==> src/mrrs_params.svh <==
`ifndef MRRS_PARAMS_SVH
`define MRRS_PARAMS_SVH

// ****************************************
// Register offsets
// ****************************************
`define MRRS_OFF_INSTR 8'h00
`define MRRS_OFF_STATUS 8'h04
`define MRRS_OFF_WORK 8'h08
`define MRRS_OFF_OPTION 8'h0c
`define MRRS_OFF_PC 8'h10
`define MRRS_OFF_STACK 8'h14
`define MRRS_OFF_FADDR 8'h18
`define MRRS_OFF_FDATA 8'h1c
`define MRRS_OFF_WDT 8'h20
`define MRRS_OFF_WAKE 8'h24

// ****************************************
// Status register bit positions
// ****************************************
`define MRRS_ST_C 0
`define MRRS_ST_DC 1
`define MRRS_ST_Z 2
`define MRRS_ST_EXPIRY 3
`define MRRS_ST_SLEPT 4
`define MRRS_ST_GIE 5
`define MRRS_ST_BUSY 6
`define MRRS_ST_SLEEP 7

// ****************************************
// Reset values
// ****************************************
`define MRRS_RST_WORK 8'h00
`define MRRS_RST_OPTION 8'hff
`define MRRS_RST_PC 13'h0000
`define MRRS_RST_EXPIRY 1'b1
`define MRRS_RST_SLEPT 1'b1

// ****************************************
// Instruction encodings
// ****************************************
`define MRRS_OP_RETURN 14'h0008
`define MRRS_OP_IRQ_RETURN 14'h0009
`define MRRS_OP_OPTION 14'h0062
`define MRRS_OP_SLEEP 14'h0063
`define MRRS_OP_RETLIT 4'b1101
`define MRRS_OP_SUBLIT 5'b11110
`define MRRS_OP_ROT_RIGHT 6'h0c
`define MRRS_OP_ROT_LEFT 6'h0d
`define MRRS_OP_SUBFILE 6'h02

// ****************************************
// Timing
// ****************************************
`define MRRS_TICK_DIV 2'd3
`define MRRS_WDT_PRE_MAX 8'hff

`endif

==> src/mrrs_pkg.sv <==
package mrrs_pkg;

   // ****************************************
   // Sequencer states
   // ****************************************
   typedef enum logic [1:0] {
      S_IDLE,
      S_WAIT,
      S_CYC2,
      S_SLEEP
   } mrrs_state_t;

   // ****************************************
   // Decoded operations
   // ****************************************
   typedef enum logic [3:0] {
      OP_NOP,
      OP_IRQ_RETURN,
      OP_RETURN,
      OP_RETLIT,
      OP_OPTION,
      OP_SLEEP,
      OP_ROT_RIGHT,
      OP_ROT_LEFT,
      OP_SUBLIT,
      OP_SUBFILE
   } mrrs_op_t;

endpackage

==> src/mrrs_exec.sv <==
`timescale 1ns/1ps
`include "mrrs_params.svh"
module mrrs_exec
   import mrrs_pkg::*;
(
   // Clock and reset
   input wire logic clk,
   input wire logic reset_n,
   // APB slave
   input wire logic psel,
   input wire logic penable,
   input wire logic pwrite,
   input wire logic [7:0] paddr,
   input wire logic [31:0] pwdata,
   output logic [31:0] prdata,
   output logic pready,
   output logic pslverr,
   // Core state
   output logic global_irq_enable,
   output logic osc_stopped
);

   mrrs_state_t state_q;
   mrrs_op_t op;
   logic [13:0] instr_q;
   logic [12:0] pc_q, stack_top;
   logic [7:0] w_q, option_q, wdt_pre_q, wdt_cnt_q, op_lit, file_rd, alu_a, rot_res, f_wdata;
   logic [6:0] faddr_q, op_addr, f_waddr, f_raddr;
   logic [2:0] sp_q;
   logic [31:0] prdata_q, rd_mux;
   logic [8:0] diff9;
   logic [4:0] diff_nib;
   logic c_q, dc_q, z_q, gie_q, expiry_q, slept_q, osc_q, pready_q, pslverr_q;
   logic tick, busy, acc, wr_ok, exec_go, refuse, mapped, dest_file, rot_c, f_we, s_we;
   assign prdata = prdata_q;
   assign pready = pready_q;
   assign pslverr = pslverr_q;
   assign global_irq_enable = gie_q;
   assign osc_stopped = osc_q;

   // ****************************************
   // Instruction fields and decode
   // ****************************************
   assign dest_file = instr_q[7];
   assign op_addr = instr_q[6:0];
   assign op_lit = instr_q[7:0];
   always_comb begin
      op = OP_NOP;
      if (instr_q == `MRRS_OP_IRQ_RETURN) begin
         op = OP_IRQ_RETURN;
      end else if (instr_q == `MRRS_OP_RETURN) begin
         op = OP_RETURN;
      end else if (instr_q == `MRRS_OP_OPTION) begin
         op = OP_OPTION;
      end else if (instr_q == `MRRS_OP_SLEEP) begin
         op = OP_SLEEP;
      end else if (instr_q[13:10] == `MRRS_OP_RETLIT) begin
         op = OP_RETLIT;
      end else if (instr_q[13:9] == `MRRS_OP_SUBLIT) begin
         op = OP_SUBLIT;
      end else if (instr_q[13:8] == `MRRS_OP_ROT_RIGHT) begin
         op = OP_ROT_RIGHT;
      end else if (instr_q[13:8] == `MRRS_OP_ROT_LEFT) begin
         op = OP_ROT_LEFT;
      end else if (instr_q[13:8] == `MRRS_OP_SUBFILE) begin
         op = OP_SUBFILE;
      end
   end

   // ****************************************
   // Arithmetic and rotate
   // ****************************************
   assign alu_a = (op == OP_SUBLIT) ? op_lit : file_rd;
   assign diff9 = {1'b0, alu_a} - {1'b0, w_q};
   assign diff_nib = {1'b0, alu_a[3:0]} - {1'b0, w_q[3:0]};
   assign rot_res = (op == OP_ROT_RIGHT) ? {c_q, file_rd[7:1]} : {file_rd[6:0], c_q};
   assign rot_c = (op == OP_ROT_RIGHT) ? file_rd[0] : file_rd[7];

   // ****************************************
   // APB handshake
   // ****************************************
   assign busy = (state_q != S_IDLE);
   assign acc = psel & penable & ~pready_q;
   assign wr_ok = psel & penable & pready_q & pwrite & ~pslverr_q;
   assign refuse = pwrite & busy & (paddr != `MRRS_OFF_WAKE);
   assign exec_go = (state_q == S_WAIT) & tick;
   always_comb begin
      mapped = 1'b1;
      rd_mux = 32'h0000_0000;
      case (paddr)
         `MRRS_OFF_INSTR: rd_mux = {18'h0, instr_q};
         `MRRS_OFF_STATUS: rd_mux = {24'h0, osc_q, busy, gie_q, slept_q, expiry_q, z_q, dc_q, c_q};
         `MRRS_OFF_WORK: rd_mux = {24'h0, w_q};
         `MRRS_OFF_OPTION: rd_mux = {24'h0, option_q};
         `MRRS_OFF_PC: rd_mux = {19'h0, pc_q};
         `MRRS_OFF_STACK: rd_mux = {29'h0, sp_q};
         `MRRS_OFF_FADDR: rd_mux = {25'h0, faddr_q};
         `MRRS_OFF_FDATA: rd_mux = {24'h0, file_rd};
         `MRRS_OFF_WDT: rd_mux = {16'h0, wdt_cnt_q, wdt_pre_q};
         `MRRS_OFF_WAKE: rd_mux = 32'h0000_0000;
         default: mapped = 1'b0;
      endcase
   end
   always_ff @(posedge clk or negedge reset_n) begin
      if (!reset_n) begin
         pready_q <= 1'b0;
         pslverr_q <= 1'b0;
         prdata_q <= 32'h0000_0000;
      end else begin
         pready_q <= acc;
         pslverr_q <= acc & (~mapped | refuse);
         if (acc) begin
            prdata_q <= pwrite ? 32'h0000_0000 : rd_mux;
         end
      end
   end

   // ****************************************
   // Sequencer
   // ****************************************
   always_ff @(posedge clk or negedge reset_n) begin
      if (!reset_n) begin
         state_q <= S_IDLE;
         instr_q <= 14'h0000;
      end else begin
         case (state_q)
            S_IDLE: begin
               if (wr_ok && paddr == `MRRS_OFF_INSTR) begin
                  instr_q <= pwdata[13:0];
                  state_q <= S_WAIT;
               end
            end
            S_WAIT: begin
               if (tick) begin
                  if (op == OP_IRQ_RETURN || op == OP_RETURN || op == OP_RETLIT) begin
                     state_q <= S_CYC2;
                  end else if (op == OP_SLEEP) begin
                     state_q <= S_SLEEP;
                  end else begin
                     state_q <= S_IDLE;
                  end
               end
            end
            S_CYC2: begin
               if (tick) begin
                  state_q <= S_IDLE;
               end
            end
            S_SLEEP: begin
               if (wr_ok && paddr == `MRRS_OFF_WAKE) begin
                  state_q <= S_IDLE;
               end
            end
            default: state_q <= S_IDLE;
         endcase
      end
   end
   always_ff @(posedge clk or negedge reset_n) begin
      if (!reset_n) begin
         osc_q <= 1'b0;
      end else if (exec_go && op == OP_SLEEP) begin
         osc_q <= 1'b1;
      end else if (state_q == S_SLEEP && wr_ok && paddr == `MRRS_OFF_WAKE) begin
         osc_q <= 1'b0;
      end
   end

   // ****************************************
   // Working and option registers
   // ****************************************
   always_ff @(posedge clk or negedge reset_n) begin
      if (!reset_n) begin
         w_q <= `MRRS_RST_WORK;
      end else if (wr_ok && paddr == `MRRS_OFF_WORK) begin
         w_q <= pwdata[7:0];
      end else if (exec_go) begin
         case (op)
            OP_RETLIT: w_q <= op_lit;
            OP_SUBLIT: w_q <= diff9[7:0];
            OP_SUBFILE: if (!dest_file) w_q <= diff9[7:0];
            OP_ROT_RIGHT, OP_ROT_LEFT: if (!dest_file) w_q <= rot_res;
            default: w_q <= w_q;
         endcase
      end
   end
   always_ff @(posedge clk or negedge reset_n) begin
      if (!reset_n) begin
         option_q <= `MRRS_RST_OPTION;
      end else if (exec_go && op == OP_OPTION) begin
         option_q <= w_q;
      end
   end

   // ****************************************
   // Arithmetic flags and interrupt enable
   // ****************************************
   always_ff @(posedge clk or negedge reset_n) begin
      if (!reset_n) begin
         c_q <= 1'b0;
         dc_q <= 1'b0;
         z_q <= 1'b0;
      end else if (exec_go && (op == OP_SUBLIT || op == OP_SUBFILE)) begin
         c_q <= ~diff9[8];
         dc_q <= ~diff_nib[4];
         z_q <= (diff9[7:0] == 8'h00);
      end else if (exec_go && (op == OP_ROT_RIGHT || op == OP_ROT_LEFT)) begin
         c_q <= rot_c;
      end else if (wr_ok && paddr == `MRRS_OFF_STATUS) begin
         c_q <= pwdata[`MRRS_ST_C];
         dc_q <= pwdata[`MRRS_ST_DC];
         z_q <= pwdata[`MRRS_ST_Z];
      end
   end
   always_ff @(posedge clk or negedge reset_n) begin
      if (!reset_n) begin
         gie_q <= 1'b0;
      end else if (exec_go && op == OP_IRQ_RETURN) begin
         gie_q <= 1'b1;
      end else if (wr_ok && paddr == `MRRS_OFF_STATUS) begin
         gie_q <= pwdata[`MRRS_ST_GIE];
      end
   end

   // ****************************************
   // Program counter and return stack
   // ****************************************
   always_ff @(posedge clk or negedge reset_n) begin
      if (!reset_n) begin
         pc_q <= `MRRS_RST_PC;
      end else if (exec_go) begin
         if (op == OP_IRQ_RETURN || op == OP_RETURN || op == OP_RETLIT) begin
            pc_q <= stack_top;
         end else begin
            pc_q <= pc_q + 13'h0001;
         end
      end else if (wr_ok && paddr == `MRRS_OFF_PC) begin
         pc_q <= pwdata[12:0];
      end
   end
   always_ff @(posedge clk or negedge reset_n) begin
      if (!reset_n) begin
         sp_q <= 3'd0;
      end else if (exec_go && (op == OP_IRQ_RETURN || op == OP_RETURN || op == OP_RETLIT)) begin
         sp_q <= sp_q - 3'd1;
      end else if (s_we) begin
         sp_q <= sp_q + 3'd1;
      end
   end
   assign s_we = wr_ok & (paddr == `MRRS_OFF_STACK);
   mrrs_ram #(.AW(3), .DW(13)) u_stack (
      .clk(clk),
      .reset_n(reset_n),
      .we(s_we),
      .waddr(sp_q),
      .wdata(pwdata[12:0]),
      .raddr(sp_q - 3'd1),
      .rdata_q(stack_top)
   );

   // ****************************************
   // Data register file
   // ****************************************
   always_ff @(posedge clk or negedge reset_n) begin
      if (!reset_n) begin
         faddr_q <= 7'h00;
      end else if (wr_ok && paddr == `MRRS_OFF_FADDR) begin
         faddr_q <= pwdata[6:0];
      end
   end
   always_comb begin
      f_we = 1'b0;
      f_waddr = faddr_q;
      f_wdata = pwdata[7:0];
      if (exec_go && dest_file && (op == OP_SUBFILE || op == OP_ROT_RIGHT || op == OP_ROT_LEFT)) begin
         f_we = 1'b1;
         f_waddr = op_addr;
         f_wdata = (op == OP_SUBFILE) ? diff9[7:0] : rot_res;
      end else if (wr_ok && paddr == `MRRS_OFF_FDATA) begin
         f_we = 1'b1;
      end
   end
   assign f_raddr = busy ? op_addr : ((wr_ok && paddr == `MRRS_OFF_INSTR) ? pwdata[6:0] : faddr_q);
   mrrs_ram #(.AW(7), .DW(8)) u_file (
      .clk(clk),
      .reset_n(reset_n),
      .we(f_we),
      .waddr(f_waddr),
      .wdata(f_wdata),
      .raddr(f_raddr),
      .rdata_q(file_rd)
   );

   // ****************************************
   // Instruction clock and watchdog
   // ****************************************
   mrrs_tick u_tick (
      .clk(clk),
      .reset_n(reset_n),
      .run(~osc_q),
      .tick_q(tick)
   );
   always_ff @(posedge clk or negedge reset_n) begin
      if (!reset_n) begin
         wdt_pre_q <= 8'h00;
         wdt_cnt_q <= 8'h00;
         expiry_q <= `MRRS_RST_EXPIRY;
         slept_q <= `MRRS_RST_SLEPT;
      end else if (exec_go && op == OP_SLEEP) begin
         wdt_pre_q <= 8'h00;
         wdt_cnt_q <= 8'h00;
         expiry_q <= 1'b1;
         slept_q <= 1'b0;
      end else if (tick) begin
         wdt_pre_q <= wdt_pre_q + 8'h01;
         if (wdt_pre_q == `MRRS_WDT_PRE_MAX) begin
            wdt_cnt_q <= wdt_cnt_q + 8'h01;
         end
      end
   end

endmodule

==> src/mrrs_ram.sv <==
`timescale 1ns/1ps
module mrrs_ram #(
   parameter int AW = 7,
   parameter int DW = 8
) (
   // Clock and reset
   input wire logic clk,
   input wire logic reset_n,
   // Write port
   input wire logic we,
   input wire logic [AW-1:0] waddr,
   input wire logic [DW-1:0] wdata,
   // Read port
   input wire logic [AW-1:0] raddr,
   output logic [DW-1:0] rdata_q
);

   logic [DW-1:0] mem [0:(1<<AW)-1];

   // ****************************************
   // Storage
   // ****************************************
   always_ff @(posedge clk) begin
      if (we) begin
         mem[waddr] <= wdata;
      end
   end

   always_ff @(posedge clk or negedge reset_n) begin
      if (!reset_n) begin
         rdata_q <= '0;
      end else begin
         rdata_q <= mem[raddr];
      end
   end

endmodule

==> src/mrrs_tick.sv <==
`timescale 1ns/1ps
`include "mrrs_params.svh"
module mrrs_tick (
   // Clock and reset
   input wire logic clk,
   input wire logic reset_n,
   // Control
   input wire logic run,
   output logic tick_q
);

   logic [1:0] cnt_q;

   // ****************************************
   // Instruction cycle divider
   // ****************************************
   always_ff @(posedge clk or negedge reset_n) begin
      if (!reset_n) begin
         cnt_q <= 2'd0;
         tick_q <= 1'b0;
      end else if (!run) begin
         cnt_q <= 2'd0;
         tick_q <= 1'b0;
      end else begin
         tick_q <= (cnt_q == `MRRS_TICK_DIV);
         cnt_q <= (cnt_q == `MRRS_TICK_DIV) ? 2'd0 : cnt_q + 2'd1;
      end
   end

endmodule

==> config.mk <==
export PLATFORM = sky130hd
export DESIGN_NAME = mrrs_exec
export DESIGN_NICKNAME = d
export VERILOG_FILES = /design/src/mrrs_pkg.sv /design/src/mrrs_exec.sv /design/src/mrrs_ram.sv /design/src/mrrs_tick.sv
export VERILOG_INCLUDE_DIRS = /design/src
export SDC_FILE = /design/constraint.sdc
export NUM_CORES = 2
export LEC_CHECK = 0
export BUFFER_PORTS_ARGS = -buffer_cell sky130_fd_sc_hd__buf_2
export CAP_MARGIN = 20
export CORE_AREA = 2 2 297 299
export CTS_BUF_LIST = sky130_fd_sc_hd__clkbuf_2
export DETAILED_ROUTE_END_ITERATION = 6
export DIE_AREA = 0 0 299 301
export PLACE_DENSITY = 0.88
export SKIP_CTS_REPAIR_TIMING = 1
export SYNTH_ARGS = -nofsm -noshare
export SYNTH_HDL_FRONTEND = slang
export SYNTH_HIERARCHICAL = 1
export SYNTH_SLANG_ARGS = --single-unit
==> constraint.sdc <==
create_clock -name clk -period 8.6 [get_ports clk]
set_clock_uncertainty 0.2 [all_clocks]
set_input_delay 1.29 -clock clk [delete_from_list [all_inputs] [get_ports clk]]
set_output_delay 1.29 -clock clk [all_outputs]
set_load 0.1 [all_outputs]
==> results.txt <==
Status - complete, but fails checks
Failing checks - DRC
CP Cell Sequence - nor3_1, buf_4, o21ai_0, or2_2, mux2_2, nor2b_1, nand3_1, buf_4, nor2_1
Max-Slew Margin vs Limit - 22.00%
FF-to-FF End - u_file/mem[117][4]$_DFFE_PP_
Area share of the largest cell type after synthesis - 66.51%
All-Layer GR Usage - 28.10%
Max Fclk - 0.1737 GHz
MaxCap Viol Count - 0
Post-DRT Antenna Nets - 0
Number of synthesized flops with an enable pin - 1,128
Cts bufs inserted - 309
Cell with the most instances after synthesis - edfxtp_1
Asr flop ratio synth - 9.543%
Clock transition at path regs - 120 ps
Hold crit path type - primary input to register
CTS tree - yes
Req. time, crit path - 9410 ps
Reg2Reg Launch Point - instr_q[8]$_DFFE_PN0P_
WL final - 126.0 mm
Vias - 28,170
Layout cell share with drive strength beyond 1 - 34.09%
Fin. max-slew vios - 0
WP buf/inv - 2
Vias in the first global route - 29,050
Fraction of the yosys area taken by sequential cells - 72.38%
Post-Syn Area - 0.05093 sq mm
Starting density of the core - 58.88%
# fillers - 5,511
Cell mode on critical path - buf_4
Yosys warns - 6
Top Family by Delay on Critical Path - simple AND/OR/NAND/NOR gates
Crit path largest cell delay - 960 ps
Maximum resistive drop on vdd - 0.1223 mV
Die Y - 301 um
Initial drt markers - 3,996
Avg WL per Cell - 29.78 um
CP max FO - 24
RSZ-0062 raised after global routing - false
Io pins - 81
Cell Area, Placed - 0.05264 sq mm
DRC - 1
Tcrit/Tclk final - 66.92%
Avg Inst Size Synth - 19.88 sq um
Longest Clk Path Bufs - 4
Nets - 2,918
Final Hold Fails - 0
Pwr/cell area - 191.7 mW/mm^2
Cell taking the most area after synthesis - edfxtp_1
Synth Instances - 2,562
Vias per cell - 6.657
FP Rows - 108
Worst Hold Depth - 3
Skew-Pair Late Insertion Delay - 1470 ps
Critical Path Start Type - register
Static Leakage - 0.01815 uW
H-tree depth - 5
Area delta synth->final - 8.919%
Port bufs - 46
Clock root cell - clkbuf_2
Final Instance Area - 0.05547 sq mm
WS Path Type - register to register
WHS Endpoint - w_q[0]$_DFFE_PN0P_
R2R setup slack - 2840 ps
Wire length of the first global-routing pass - 185.4 mm
CP max stage cell - dfrtp_1
Die ar. - 0.09000 sq mm
Yosys reg bits - 1,247
Largest net degree at the start of global routing - 129
Core ar. - 0.08648 sq mm
Top cells by count, synth - edfxtp_1 (1,128), mux4_2 (339), nor2_1 (182)
Cell variety after synth - 73
CTS sink cnt - 1,247
Final setup vio count - 0
Slew @ Worst Pin - 1166 ps
Synth area leaders - edfxtp_1 (67%), mux4_2 (15%), dfrtp_1 (5.4%)
Tmin final - 5755 ps
Dominant synthesized flop cell - edfxtp_1
Placer Congestion - 0.9391
Worst r2r path cells - 9
DP Wirelength - 75.03 mm
TritonRoute pass-1 iters - 7
Die Wd - 299 um
Worst min-delay path startpoint - pwdata[0]
Final hold slack - 87.33 ps
Setup tns final - 0 ps
Worst endpoint data arrival time - 6560 ps
CP Capture Type - register
Grt total ovfl - 0
Initial antenna violation count - 4
## tightest hold or removal path, stage by stage
cell and delay, ps:
buf_2 230, nand2_1 90, o21ai_0 70
## layer usage
| layer | vias to the layer above | routed length, um | GRT usage (%) |
|---|---|---|---|
| met5 | - | 12 | 0 |
| met4 | 2 | 6498 | 14.25 |
| met3 | 489 | 13740 | 6.587 |
| met2 | 2230 | 62280 | 45.69 |
| met1 | 14180 | 43460 | 35.95 |
| li1 | 11270 | - | - |
## how the worst max path moves through the flow
stage | startpoint | to | slack [ps] | cells after the start
after floorplan | instr_q[10]$_DFFE_PN0P_ | u_file/mem[0][0]$_DFFE_PP_ | 230 | 7
after global placement | paddr[4] | u_file/rdata_q[7]$_DFF_PN0_ | 2530 | 13
after detailed placement | paddr[1] | u_file/rdata_q[7]$_DFF_PN0_ | 2360 | 13
after CTS | instr_q[10]$_DFFE_PN0P_ | u_file/mem[0][6]$_DFFE_PP_ | 2570 | 11
after global routing | instr_q[8]$_DFFE_PN0P_ | u_file/mem[109][2]$_DFFE_PP_ | 2740 | 9
final | instr_q[8]$_DFFE_PN0P_ | u_file/mem[117][4]$_DFFE_PP_ | 2840 | 9
## stage by stage
stage                     std cells  power [uW]  utilization [%]  worst slack, ps
after detailed placement       3686        6960            60.87             2356
after global placement         3678        6941            60.82             2530
after floorplan                2577        6879                -            234.1
after global routing           4231       10980            64.14             2743
after CTS                      4211       10670            63.91             2569
final                          4231       10630            64.14             2845
## kinds of logic (layout without fill, tap and decap cells)
family | after synthesis | after routing | synth area share [%]
other | 1 | 21 | 0.007364
adder cells (fa/ha/maj) | 16 | 16 | 0.4079
AO/OA/AOI/OAI | 172 | 172 | 2.359
AND/OR/NAND/NOR | 433 | 433 | 3.909
multiplexers | 479 | 479 | 18.69
XOR/XNOR | 33 | 33 | 0.5675
flip-flops | 1247 | 1247 | 72.38
buffers and inverters | 181 | 675 | 1.676
## layout make-up
| class | instances | area [sq um] | area share [%] |
|---|---|---|---|
| sequential | 1247 | 36860 | 66.46 |
| multi-input combinational | 1149 | 13430 | 24.21 |
| clock buffer | 448 | 2242 | 4.042 |
| tap | 1155 | 1445 | 2.605 |
| timing repair buffer | 129 | 1007 | 1.816 |
| clock inverter | 77 | 392.9 | 0.7083 |
| inverter | 21 | 78.83 | 0.1421 |
| antenna | 5 | 12.51 | 0.02256 |
## where the power goes
group | internal [uW] | total (uW) | switching (uW) | leakage (uW)
Combinational | 40.7 | 229 | 189 | 0.00445
Sequential | 6600 | 6600 | 4.29 | 0.0116
Clock | 1470 | 3800 | 2320 | 0.00206
## cell usage in the layout, fill, tap and decap left out, drive strengths merged, types with 10 or more instances in the layout
cell type,count
xor2,16
a21oi,27
dfrtp,110
conb,16
clkinv,66
mux2,73
clkbuf,451
nand3,42
inv,27
mux4,363
nand2,103
mux2i,43
a221oi,15
o311a,10
nor3,24
nor2b,14
o21ai,53
buf,118
edfxtp,1128
ha,15
xnor2,17
nor2,182
## state kept, by name (all words and copies together) (netlist names)
name and cells:
u_file/mem 1024, u_stack/mem 104, prdata 16, instr_q 14
pc_q 13, u_stack/rdata_q 13, option_q 8, u_file/rdata_q 8
w_q 8, wdt_cnt_q 8, wdt_pre_q 8, faddr_q 7
sp_q 3, state_q 2, u_tick/cnt_q 2, c_q 1
dc_q 1, global_irq_enable 1, osc_stopped 1, pready 1
pslverr 1, slept_q 1, u_tick/tick_q 1, z_q 1
Power figures use the tool's default switching activity.
